<file path="src/dtpsc_defs.vh">
`ifndef DTPSC_DEFS_VH
`define DTPSC_DEFS_VH

// ----------------------------------------------------------------------------
// register word offsets on the serial port
// ----------------------------------------------------------------------------
`define DTPSC_ADDR_W            15
`define DTPSC_OFF_TW_HIGH       15'h003E
`define DTPSC_OFF_TW_LOW        15'h003F
`define DTPSC_OFF_PHASE         15'h0043
`define DTPSC_OFF_PAT_CTL1      15'h0044
`define DTPSC_OFF_PAT_CTL2      15'h0045
`define DTPSC_OFF_TW_MERGE      15'h0047

// ----------------------------------------------------------------------------
// reset values
// ----------------------------------------------------------------------------
`define DTPSC_RST_TW_HIGH       16'h0000
`define DTPSC_RST_TW_LOW        16'h0000
`define DTPSC_RST_PHASE         16'h0000
`define DTPSC_RST_PAT_CTL1      16'h0000
`define DTPSC_RST_PAT_CTL2      16'h0000
`define DTPSC_RST_TW_MERGE      16'h0000

// ----------------------------------------------------------------------------
// field positions
// ----------------------------------------------------------------------------
`define DTPSC_TW_LOW_MSB        15
`define DTPSC_TW_LOW_LSB        8
`define DTPSC_BIT_FIRST_DLY     1
`define DTPSC_BIT_COS_SEL       3
`define DTPSC_BIT_CNT_CLK_SEL   2
`define DTPSC_BIT_PHASE_MEM     1
`define DTPSC_BIT_TW_MEM        0
`define DTPSC_SHIFT_MSB         4
`define DTPSC_SHIFT_LSB         0

// ----------------------------------------------------------------------------
// merge shift limits and widths
// ----------------------------------------------------------------------------
`define DTPSC_SHIFT_ALIGN       5'h0A
`define DTPSC_SHIFT_MAX         5'h0F
`define DTPSC_TW_W              24
`define DTPSC_SRAM_W            14
`define DTPSC_WAVE_W            14

// ----------------------------------------------------------------------------
// serial frame layout
// ----------------------------------------------------------------------------
`define DTPSC_SPI_INSTR_BITS    5'h10
`define DTPSC_SPI_FRAME_BITS    6'h20
`define DTPSC_SPI_RD_BIT        15

`endif

</file>
<file path="src/dtpsc_spi.v">
`timescale 1ns/1ps
`default_nettype none

`include "dtpsc_defs.vh"

// ----------------------------------------------------------------------------
// serial configuration port: 16-bit instruction then 16-bit data word
// ----------------------------------------------------------------------------
module dtpsc_spi
(
    input  wire                      clk,
    input  wire                      rst,
    input  wire                      spi_sclk,
    input  wire                      spi_cs_n,
    input  wire                      spi_sdi,
    output wire                      spi_sdo,
    output wire                      spi_sdo_oe,
    output wire [`DTPSC_ADDR_W-1:0]  reg_addr,
    output wire                      reg_wr,
    output wire [15:0]               reg_wdata,
    input  wire [15:0]               reg_rdata
);

    reg                      sclk_ff;
    reg  [5:0]               cnt_ff;
    reg  [15:0]              sh_in_ff;
    reg  [15:0]              sh_out_ff;
    reg  [`DTPSC_ADDR_W-1:0] addr_ff;
    reg                      rd_ff;
    reg                      wr_ff;
    reg  [15:0]              wdata_ff;
    reg                      oe_ff;

    wire rise = spi_sclk & ~sclk_ff & ~spi_cs_n;
    wire fall = ~spi_sclk & sclk_ff & ~spi_cs_n;
    wire [15:0] sh_next = {sh_in_ff[14:0], spi_sdi};

    always @(posedge clk)
    begin
        if (rst)
        begin
            sclk_ff   <= 1'b0;
            cnt_ff    <= 6'h00;
            sh_in_ff  <= 16'h0000;
            sh_out_ff <= 16'h0000;
            addr_ff   <= {`DTPSC_ADDR_W{1'b0}};
            rd_ff     <= 1'b0;
            wr_ff     <= 1'b0;
            wdata_ff  <= 16'h0000;
            oe_ff     <= 1'b0;
        end
        else
        begin
            sclk_ff <= spi_sclk;
            wr_ff   <= 1'b0;
            if (spi_cs_n)
            begin
                cnt_ff <= 6'h00;
                oe_ff  <= 1'b0;
            end
            else
            begin
                if (rise && cnt_ff != `DTPSC_SPI_FRAME_BITS)
                begin
                    sh_in_ff <= sh_next;
                    cnt_ff   <= cnt_ff + 6'h01;
                    if (cnt_ff == {1'b0, `DTPSC_SPI_INSTR_BITS} - 6'h01)
                    begin
                        rd_ff   <= sh_next[`DTPSC_SPI_RD_BIT];
                        addr_ff <= sh_next[`DTPSC_ADDR_W-1:0];
                    end
                    if (cnt_ff == `DTPSC_SPI_FRAME_BITS - 6'h01 && !rd_ff)
                    begin
                        wr_ff    <= 1'b1;
                        wdata_ff <= sh_next;
                    end
                end
                // read data is launched on the falling edges after the instruction
                if (fall && cnt_ff == {1'b0, `DTPSC_SPI_INSTR_BITS} && rd_ff)
                begin
                    sh_out_ff <= reg_rdata;
                    oe_ff     <= 1'b1;
                end
                else if (fall && oe_ff)
                begin
                    sh_out_ff <= {sh_out_ff[14:0], 1'b0};
                    if (cnt_ff == `DTPSC_SPI_FRAME_BITS)
                        oe_ff <= 1'b0;
                end
            end
        end
    end

    assign spi_sdo    = sh_out_ff[15];
    assign spi_sdo_oe = oe_ff;
    assign reg_addr   = addr_ff;
    assign reg_wr     = wr_ff;
    assign reg_wdata  = wdata_ff;

endmodule // dtpsc_spi

`default_nettype wire

</file>
<file path="src/dtpsc_top.v">
// Notes on behaviour
// The upper sixteen tuning word bits sit in a full read-write register reset to zero.
// The lowest eight tuning word bits come from the upper byte of a second register whose lower byte is reserved, all reset to zero.
// A sixteen-bit read-write phase offset, reset to zero, feeds the phase offset when register sourcing is chosen.
// With the first-pattern bit clear the start delay precedes every repetition, with it set only the first pattern after a trigger.
// With the cosine select bit set the output is the cosine of the accumulated phase instead of the sine.
// The address counter advances on the converter clock when the select bit is zero and on the phase msb when it is one.
// With the phase memory bit set the phase offset comes from memory words, otherwise from the phase offset register.
// With the tuning memory bit clear only the two tuning registers are used, otherwise memory words are merged per the shift field.
// For shift 0 to 10 the tuning word is the top n register bits, all fourteen memory bits, then 10-n zeros.
// For shift 11 to 15 the tuning word is the top n register bits then memory bits 13 down to n-10.
// Reserved bits are stored and read back but steer nothing.
`timescale 1ns/1ps
`default_nettype none

`include "dtpsc_defs.vh"

module dtpsc_top
(
    input  wire                      clk,
    input  wire                      rst,
    // serial configuration port
    input  wire                      spi_sclk,
    input  wire                      spi_cs_n,
    input  wire                      spi_sdi,
    output wire                      spi_sdo,
    output wire                      spi_sdo_oe,
    // pattern memory word and its valid strobe
    input  wire [`DTPSC_SRAM_W-1:0]  sram_data,
    input  wire                      sram_valid,
    // pattern sequencing events
    input  wire                      trigger_start,
    input  wire                      pattern_start,
    output wire                      start_delay_insert,
    // synthesizer feedback
    input  wire                      synth_phase_msb,
    input  wire [`DTPSC_WAVE_W-1:0]  synth_sine,
    input  wire [`DTPSC_WAVE_W-1:0]  synth_cosine,
    // synthesizer controls
    output wire [`DTPSC_TW_W-1:0]    synth_freq_word,
    output wire [15:0]               synth_phase_offset,
    output wire [`DTPSC_WAVE_W-1:0]  synth_wave_out,
    output wire                      addr_counter_step
);

    // ------------------------------------------------------------------------
    // merge of memory word into the tuning word
    // ------------------------------------------------------------------------
    function [`DTPSC_TW_W-1:0] merge_word;
        input [`DTPSC_TW_W-1:0]   regs_word;
        input [`DTPSC_SRAM_W-1:0] mem_word;
        input [4:0]               shift;
        reg   [`DTPSC_TW_W-1:0]   mask;
        reg   [`DTPSC_TW_W-1:0]   mem_ext;
        reg   [`DTPSC_TW_W-1:0]   mem_pos;
        begin
            mask    = ~({`DTPSC_TW_W{1'b1}} >> shift);
            mem_ext = {10'h000, mem_word};
            if (shift <= `DTPSC_SHIFT_ALIGN)
                mem_pos = mem_ext << (`DTPSC_SHIFT_ALIGN - shift);
            else
                mem_pos = mem_ext >> (shift - `DTPSC_SHIFT_ALIGN);
            if (shift > `DTPSC_SHIFT_MAX)
                merge_word = regs_word;
            else
                merge_word = (regs_word & mask) | (mem_pos & ~mask);
        end
    endfunction

    // ------------------------------------------------------------------------
    // register write path
    // ------------------------------------------------------------------------
    wire [`DTPSC_ADDR_W-1:0] reg_addr;
    wire                     reg_wr;
    wire [15:0]              reg_wdata;
    reg  [15:0]              reg_rdata;

    dtpsc_spi u_spi
    (
        .clk        (clk),
        .rst        (rst),
        .spi_sclk   (spi_sclk),
        .spi_cs_n   (spi_cs_n),
        .spi_sdi    (spi_sdi),
        .spi_sdo    (spi_sdo),
        .spi_sdo_oe (spi_sdo_oe),
        .reg_addr   (reg_addr),
        .reg_wr     (reg_wr),
        .reg_wdata  (reg_wdata),
        .reg_rdata  (reg_rdata)
    );

    reg  [15:0] tuning_word_high_ff;
    reg  [15:0] tuning_word_low_ff;
    reg  [15:0] phase_offset_ff;
    reg  [15:0] pattern_control_one_ff;
    reg  [15:0] pattern_control_two_ff;
    reg  [15:0] tuning_memory_merge_ff;

    always @(posedge clk)
    begin
        if (rst)
        begin
            tuning_word_high_ff    <= `DTPSC_RST_TW_HIGH;
            tuning_word_low_ff     <= `DTPSC_RST_TW_LOW;
            phase_offset_ff        <= `DTPSC_RST_PHASE;
            pattern_control_one_ff <= `DTPSC_RST_PAT_CTL1;
            pattern_control_two_ff <= `DTPSC_RST_PAT_CTL2;
            tuning_memory_merge_ff <= `DTPSC_RST_TW_MERGE;
        end
        else if (reg_wr)
        begin
            // full words are stored, reserved bits included
            case (reg_addr)
                `DTPSC_OFF_TW_HIGH:  tuning_word_high_ff    <= reg_wdata;
                `DTPSC_OFF_TW_LOW:   tuning_word_low_ff     <= reg_wdata;
                `DTPSC_OFF_PHASE:    phase_offset_ff        <= reg_wdata;
                `DTPSC_OFF_PAT_CTL1: pattern_control_one_ff <= reg_wdata;
                `DTPSC_OFF_PAT_CTL2: pattern_control_two_ff <= reg_wdata;
                `DTPSC_OFF_TW_MERGE: tuning_memory_merge_ff <= reg_wdata;
                default:
                begin
                end
            endcase
        end
    end

    // ------------------------------------------------------------------------
    // register read path
    // ------------------------------------------------------------------------
    always @*
    begin
        case (reg_addr)
            `DTPSC_OFF_TW_HIGH:  reg_rdata = tuning_word_high_ff;
            `DTPSC_OFF_TW_LOW:   reg_rdata = tuning_word_low_ff;
            `DTPSC_OFF_PHASE:    reg_rdata = phase_offset_ff;
            `DTPSC_OFF_PAT_CTL1: reg_rdata = pattern_control_one_ff;
            `DTPSC_OFF_PAT_CTL2: reg_rdata = pattern_control_two_ff;
            `DTPSC_OFF_TW_MERGE: reg_rdata = tuning_memory_merge_ff;
            default:             reg_rdata = 16'h0000;
        endcase
    end

    // ------------------------------------------------------------------------
    // control fields
    // ------------------------------------------------------------------------
    wire [7:0]  freq_word_lower;
    wire [15:0] freq_word_upper;
    wire [`DTPSC_TW_W-1:0] freq_word_regs;
    wire        first_pattern_delay_only;
    wire        cosine_select;
    wire        addr_counter_clock_select;
    wire        phase_from_sram;
    wire        freq_word_from_sram;
    wire [4:0]  sram_merge_shift;

    assign freq_word_upper  = tuning_word_high_ff;
    assign freq_word_lower  =
        tuning_word_low_ff[`DTPSC_TW_LOW_MSB:`DTPSC_TW_LOW_LSB];
    assign freq_word_regs   = {freq_word_upper, freq_word_lower};
    assign first_pattern_delay_only  = pattern_control_one_ff[`DTPSC_BIT_FIRST_DLY];
    assign cosine_select             = pattern_control_two_ff[`DTPSC_BIT_COS_SEL];
    assign addr_counter_clock_select = pattern_control_two_ff[`DTPSC_BIT_CNT_CLK_SEL];
    assign phase_from_sram           = pattern_control_two_ff[`DTPSC_BIT_PHASE_MEM];
    assign freq_word_from_sram       = pattern_control_two_ff[`DTPSC_BIT_TW_MEM];
    assign sram_merge_shift  =
        tuning_memory_merge_ff[`DTPSC_SHIFT_MSB:`DTPSC_SHIFT_LSB];

    // ------------------------------------------------------------------------
    // memory word holding
    // ------------------------------------------------------------------------
    reg  [`DTPSC_SRAM_W-1:0] sram_word_ff;

    always @(posedge clk)
    begin
        if (rst)
            sram_word_ff <= {`DTPSC_SRAM_W{1'b0}};
        else if (sram_valid)
            sram_word_ff <= sram_data;
    end

    // ------------------------------------------------------------------------
    // tuning word and phase offset sources
    // ------------------------------------------------------------------------
    reg  [`DTPSC_TW_W-1:0] synth_freq_word_ff;
    reg  [15:0]            synth_phase_offset_ff;
    reg  [`DTPSC_TW_W-1:0] nxt_synth_freq_word;
    reg  [15:0]            nxt_synth_phase_offset;

    always @*
    begin
        if (freq_word_from_sram)
            nxt_synth_freq_word = merge_word(freq_word_regs, sram_word_ff,
                                             sram_merge_shift);
        else
            nxt_synth_freq_word = freq_word_regs;
        if (phase_from_sram)
            nxt_synth_phase_offset = {sram_word_ff, 2'b00};
        else
            nxt_synth_phase_offset = phase_offset_ff;
    end

    always @(posedge clk)
    begin
        if (rst)
        begin
            synth_freq_word_ff    <= {`DTPSC_TW_W{1'b0}};
            synth_phase_offset_ff <= 16'h0000;
        end
        else
        begin
            synth_freq_word_ff    <= nxt_synth_freq_word;
            synth_phase_offset_ff <= nxt_synth_phase_offset;
        end
    end

    // ------------------------------------------------------------------------
    // sine or cosine output
    // ------------------------------------------------------------------------
    reg  [`DTPSC_WAVE_W-1:0] wave_ff;

    always @(posedge clk)
    begin
        if (rst)
            wave_ff <= {`DTPSC_WAVE_W{1'b0}};
        else if (cosine_select)
            wave_ff <= synth_cosine;
        else
            wave_ff <= synth_sine;
    end

    // ------------------------------------------------------------------------
    // address counter step source
    // ------------------------------------------------------------------------
    reg  msb_ff;
    reg  step_ff;

    always @(posedge clk)
    begin
        if (rst)
        begin
            msb_ff  <= 1'b0;
            step_ff <= 1'b0;
        end
        else
        begin
            msb_ff <= synth_phase_msb;
            if (addr_counter_clock_select)
                step_ff <= synth_phase_msb & ~msb_ff;
            else
                step_ff <= 1'b1;
        end
    end

    // ------------------------------------------------------------------------
    // start delay repeat state machine
    // ------------------------------------------------------------------------
    localparam [2:0] ST_IDLE  = 3'b001;
    localparam [2:0] ST_FIRST = 3'b010;
    localparam [2:0] ST_REPT  = 3'b100;

    reg  [2:0] state_ff;
    reg  [2:0] nxt_state;
    reg        delay_ff;
    reg        nxt_delay;

    always @*
    begin
        nxt_state = state_ff;
        nxt_delay = delay_ff;
        case (state_ff)
            ST_IDLE:
            begin
                nxt_delay = 1'b0;
                if (trigger_start)
                    nxt_state = ST_FIRST;
            end
            ST_FIRST:
            begin
                if (pattern_start)
                begin
                    nxt_delay = 1'b1;
                    nxt_state = ST_REPT;
                end
            end
            ST_REPT:
            begin
                if (trigger_start)
                    nxt_state = ST_FIRST;
                else if (pattern_start)
                    nxt_delay = ~first_pattern_delay_only;
            end
            default:
            begin
                nxt_state = ST_IDLE;
                nxt_delay = 1'b0;
            end
        endcase
    end

    always @(posedge clk)
    begin
        if (rst)
        begin
            state_ff <= ST_IDLE;
            delay_ff <= 1'b0;
        end
        else
        begin
            state_ff <= nxt_state;
            delay_ff <= nxt_delay;
        end
    end

    // ------------------------------------------------------------------------
    // outputs
    // ------------------------------------------------------------------------
    assign synth_freq_word    = synth_freq_word_ff;
    assign synth_phase_offset = synth_phase_offset_ff;
    assign synth_wave_out     = wave_ff;
    assign addr_counter_step  = step_ff;
    assign start_delay_insert = delay_ff;

endmodule // dtpsc_top

`default_nettype wire
</file>
<file path="config.mk">
export PLATFORM = sky130hd
export DESIGN_NAME = dtpsc_top
export DESIGN_NICKNAME = d
export VERILOG_FILES = /design/src/dtpsc_spi.v /design/src/dtpsc_top.v
export VERILOG_INCLUDE_DIRS = /design/src /design/src/src
export SDC_FILE = /design/constraint.sdc
export NUM_CORES = 1
export LEC_CHECK = 0
export BUFFER_PORTS_ARGS = -buffer_cell sky130_fd_sc_hd__buf_2
export CORE_MARGIN = 4
export CORE_UTILIZATION = 45
export DETAILED_ROUTE_END_ITERATION = 6
export GPL_ROUTABILITY_DRIVEN = 0
export SYNTH_ARGS = -nofsm -noshare
export SYNTH_HDL_FRONTEND = slang
export SYNTH_SLANG_ARGS = --single-unit
export TNS_END_PERCENT = 30
</file>
<file path="constraint.sdc">
create_clock -name clk -period 3.35 [get_ports clk]
set_input_delay 0.335 -clock clk [delete_from_list [all_inputs] [get_ports clk]]
set_output_delay 0.335 -clock clk [all_outputs]
set_load 0.02 [all_outputs]
</file>
==> flow_summary.toml <==
[outcome]
status = "completed"

[min_path]
worst_hold_path_type = "input pin to register"
worstHoldStart = "synth_sine[11]"

[timing]
finalMaxSlewViolations = 0
max_slew_margin = 0.2700
totalNegativeSetupSlack_ns = 0
clock_skew_ns = 0.01071
fmaxAchievable_mhz = 347.3
setup_repair_after_global_routing_missed_its_margin = "no"
timing_worst_slew_pin_value_ns = 1.087
report.final.hold_viol_count = 0
finalSetupViolations = 0
min_period_ns = 2.880
min_period_over_period = 0.8596

[die]
core_area_mm2 = 0.02453
floorplan.die.width_um = 166.6
initial_core_util = 0.4612
number_of_primary_i_o_pins = 109
placement_rows = 57
dieHeight_um = 166.6
die_area_mm2 = 0.02774

[cells_and_area]
fin_util = 0.5248
finalInstanceArea_mm2 = 0.01288
finish.cell_count_without_fillers = 1701
post_route_cells_drive_above_1_share = 0.1714
mostFrequentLayoutCell = "dfxtp_1"
num_antenna_cells = 0
design.final.nets = 1421
synthToLayoutAreaGrowth_pct = 13.80
highest_count_cells_in_the_layout_ignoring_fill_and_taps = "dfxtp_1 (242), nand2_1 (216), mux2i_1 (152)"

[critical_path]
cp_common_cell = "ha_1"
critical_path.max_stage_delay_ns = 0.68
critical_path.n_buffers_inverters = 2
series_of_cell_instances_along_the_critical_path = "ha_1 > inv_1 > ha_1 > buf_4 > nor2b_1 > a221oi_1 > or4b_1 > a21oi_1"
launch_point_of_the_critical_path = "tuning_memory_merge_ff[0]"
ff2ff_path_depth = 8
worstSetupPathType = "register to register"
critical_path_arrival_ns = 3.34
timing.critical_path.required_ns = 3.81
rr_endpoint = "synth_freq_word[23]"
cp_max_fo = 18
timing.critical_path.slowest_stage_cell = "ha_1"
critical_path.top_delay_family = "adder cells"
rrSetupSlack_ns = 0.47
worstSetupStartpointType = "register"
crit-reg2reg-launch = "tuning_memory_merge_ff[0]"
timing.critical_path.to = "synth_freq_word[23]"
critPathCaptureType = "register"
path_depth = 8

[synthesis]
ys_seq_elements = 242
synth_top_area_cell = "dfxtp_1"
total_standard_cell_area_after_synthesis_mm2 = 0.01131
synth-seq-area-share = 0.4282
synthesis.area_per_instance_um2 = 8.724
yosysUniqueCellTypes = 73
syn_inst = 1297
share_of_yosys_cell_area_claimed_by_the_top_area_cell_type = 0.4282
synth.net_count = 1360
ys_dominant_reg_cell = "dfxtp_1"
ys.warnings.count = 0
number_of_enable_flip_flop_cells_after_synthesis = 0
netlist_top_cells_area = "dfxtp_1 (43%), mux2i_1 (13%), nand2_1 (7.2%), a21oi_1 (6.5%), nor2_1 (4.5%)"
asyncSetResetFlopFracSynth = 0

[global_routing]
grt_first_pass_wirelength_mm = 52.15
globalRoute.busiestLayer = "met2"
largest_net_degree_at_the_start_of_global_routing = 179
vias_in_the_first_global_route = 9218
grt.met3_usage = 0.03224
use_met2 = 0.3689
global_route_usage_sum = 0.2271
grt.met1_usage = 0.3179
antenna_found_initial = 0
grt-ovfl-total = 0

[route]
drt_wl_total_mm = 32.84
via_count = 9681
drcViolationCount = 0
drt-initial-drc-count = 959
antenna_left = 0
vias_per_cell = 5.691
detail_route.wl_per_cell_um = 19.31
detail_route.first_pass.iterations = 5

[clocking]
cts.sink_count = 242
cts.repair_timing.setup_buffer_count = 0
cts-buffers-inserted = 27
cts_htree_levels = 1
ctsResizeCount = 0
clock_path_buffers = 3
clock-root-buffer = "clkbuf_16"
worst_skew_pair.late_latency_ns = 0.54
cts.reportedPaths.clkPinSlew_ns = 0.06
quantity_of_hold_fixing_buffers_added_after_cts = 0
tritoncts_clock_tree = "done"

[placed_design]
dp.cells = 1653
detailed_place_hpwl_mm = 23.02
io_buffers = 108
placedInstanceArea_mm2 = 0.01199

[power]
powerDensity_mw_per_mm2 = 474.8
finalPower_mw = 6.113
p_leak_nw = 4.963
ir_worst_vdd_mv = 0.4737

[run]
timing.max_cap.violations = 0
-- cell type report --
class	count	area, µm²
flip-flops and latches	242	4845
repair buffers	134	754.5
clock inverters	5	90.09
inverters	16	60.06
clock buffers	43	795.8
multi-input cells	937	5926
fillers	2333	11660
well taps	324	405.4
-- cell families after synthesis --
| kind of cell | Yosys count | synth area share |
|---|---|---|
| and+or+nand+nor | 463 | 0.1885 |
| AOI/OAI and AO/OA | 279 | 0.1496 |
| DFF | 242 | 0.4282 |
| muxes | 177 | 0.1673 |
| buffers and inverters | 118 | 0.04843 |
| adders and majority gates | 12 | 0.01327 |
| xor gates and xnor gates | 6 | 0.004644 |
-- power by group --
part | switching (mW) | total, mW | internal [mW]
clock | 1.17 | 2.94 | 1.78
combinational | 0.137 | 0.230 | 0.0933
sequential | 0.0366 | 2.94 | 2.90
-- sequential cells by signal, summed over array words and instances (netlist names), 3 cells and up --
name / count
u_spi.reg_wdata: 16
freq_word_upper: 16
synth_wave_out: 14
synth_freq_word: 24
synth_phase_offset: 16
u_spi.sh_out_ff: 16
u_spi.sh_in_ff: 15
u_spi.cnt_ff: 6
state_ff: 3
pattern_control_two_ff: 16
tuning_word_low_ff: 16
u_spi.reg_addr: 15
phase_offset_ff: 16
sram_word_ff: 14
pattern_control_one_ff: 16
tuning_memory_merge_ff: 16
-- routing by layer --
layer / up-vias / wire (µm)
met5: - / 0
met4: 0 / 927
met3: 68 / 2171
met2: 356 / 15160
met1: 4587 / 14590
li1: 4670 / -
-- synthesized netlist by cell type (7+ instances only) --
| cell type | number |
|---|---|
| a31o_2 | 15 |
| nand4_1 | 10 |
| o21ai_0 | 26 |
| dfxtp_1 | 242 |
| mux2i_1 | 152 |
| a31oi_1 | 29 |
| mux2_2 | 17 |
| inv_1 | 14 |
| mux4_2 | 8 |
| nand2_1 | 216 |
| nor3b_1 | 7 |
| ha_1 | 12 |
| nor2_1 | 136 |
| buf_4 | 12 |
| clkbuf_1 | 53 |
| a22oi_1 | 23 |
| a21oi_1 | 146 |
| nor3_1 | 19 |
| nand3_1 | 16 |
| nand2b_1 | 7 |
| nor2b_1 | 10 |
| buf_2 | 30 |
-- worst min path at each step --
stage / cells after the start / endpoint
after global placement: 2 / tuning_word_low_ff[7]
after global routing: 3 / synth_wave_out[11]
after CTS: 2 / msb_ff
after floorplan: 1 / addr_counter_step
final: 3 / synth_wave_out[11]
after detailed placement: 2 / tuning_word_low_ff[6]
-- worst register-to-register path, stage by stage (launching register included) --
cell and delay, ns:
dfxtp_1 0.50, ha_1 0.20, inv_1 0.04, ha_1 0.68, buf_4 0.33, nor2b_1 0.23
a221oi_1 0.14, or4b_1 0.51, a21oi_1 0.17
-- per-stage QoR --
| step | hold WS, ns | setup WS [ns] |
|---|---|---|
| after floorplan | 0.4291 | 0.4158 |
| after global placement | 0.4379 | 0.5943 |
| after detailed placement | 0.4446 | 0.5366 |
| after CTS | 0.008639 | 0.5212 |
| after global routing | 0.01897 | 0.2776 |
| final | 0.02702 | 0.4703 |
Note: power is estimated with default switching activity, not from simulation.
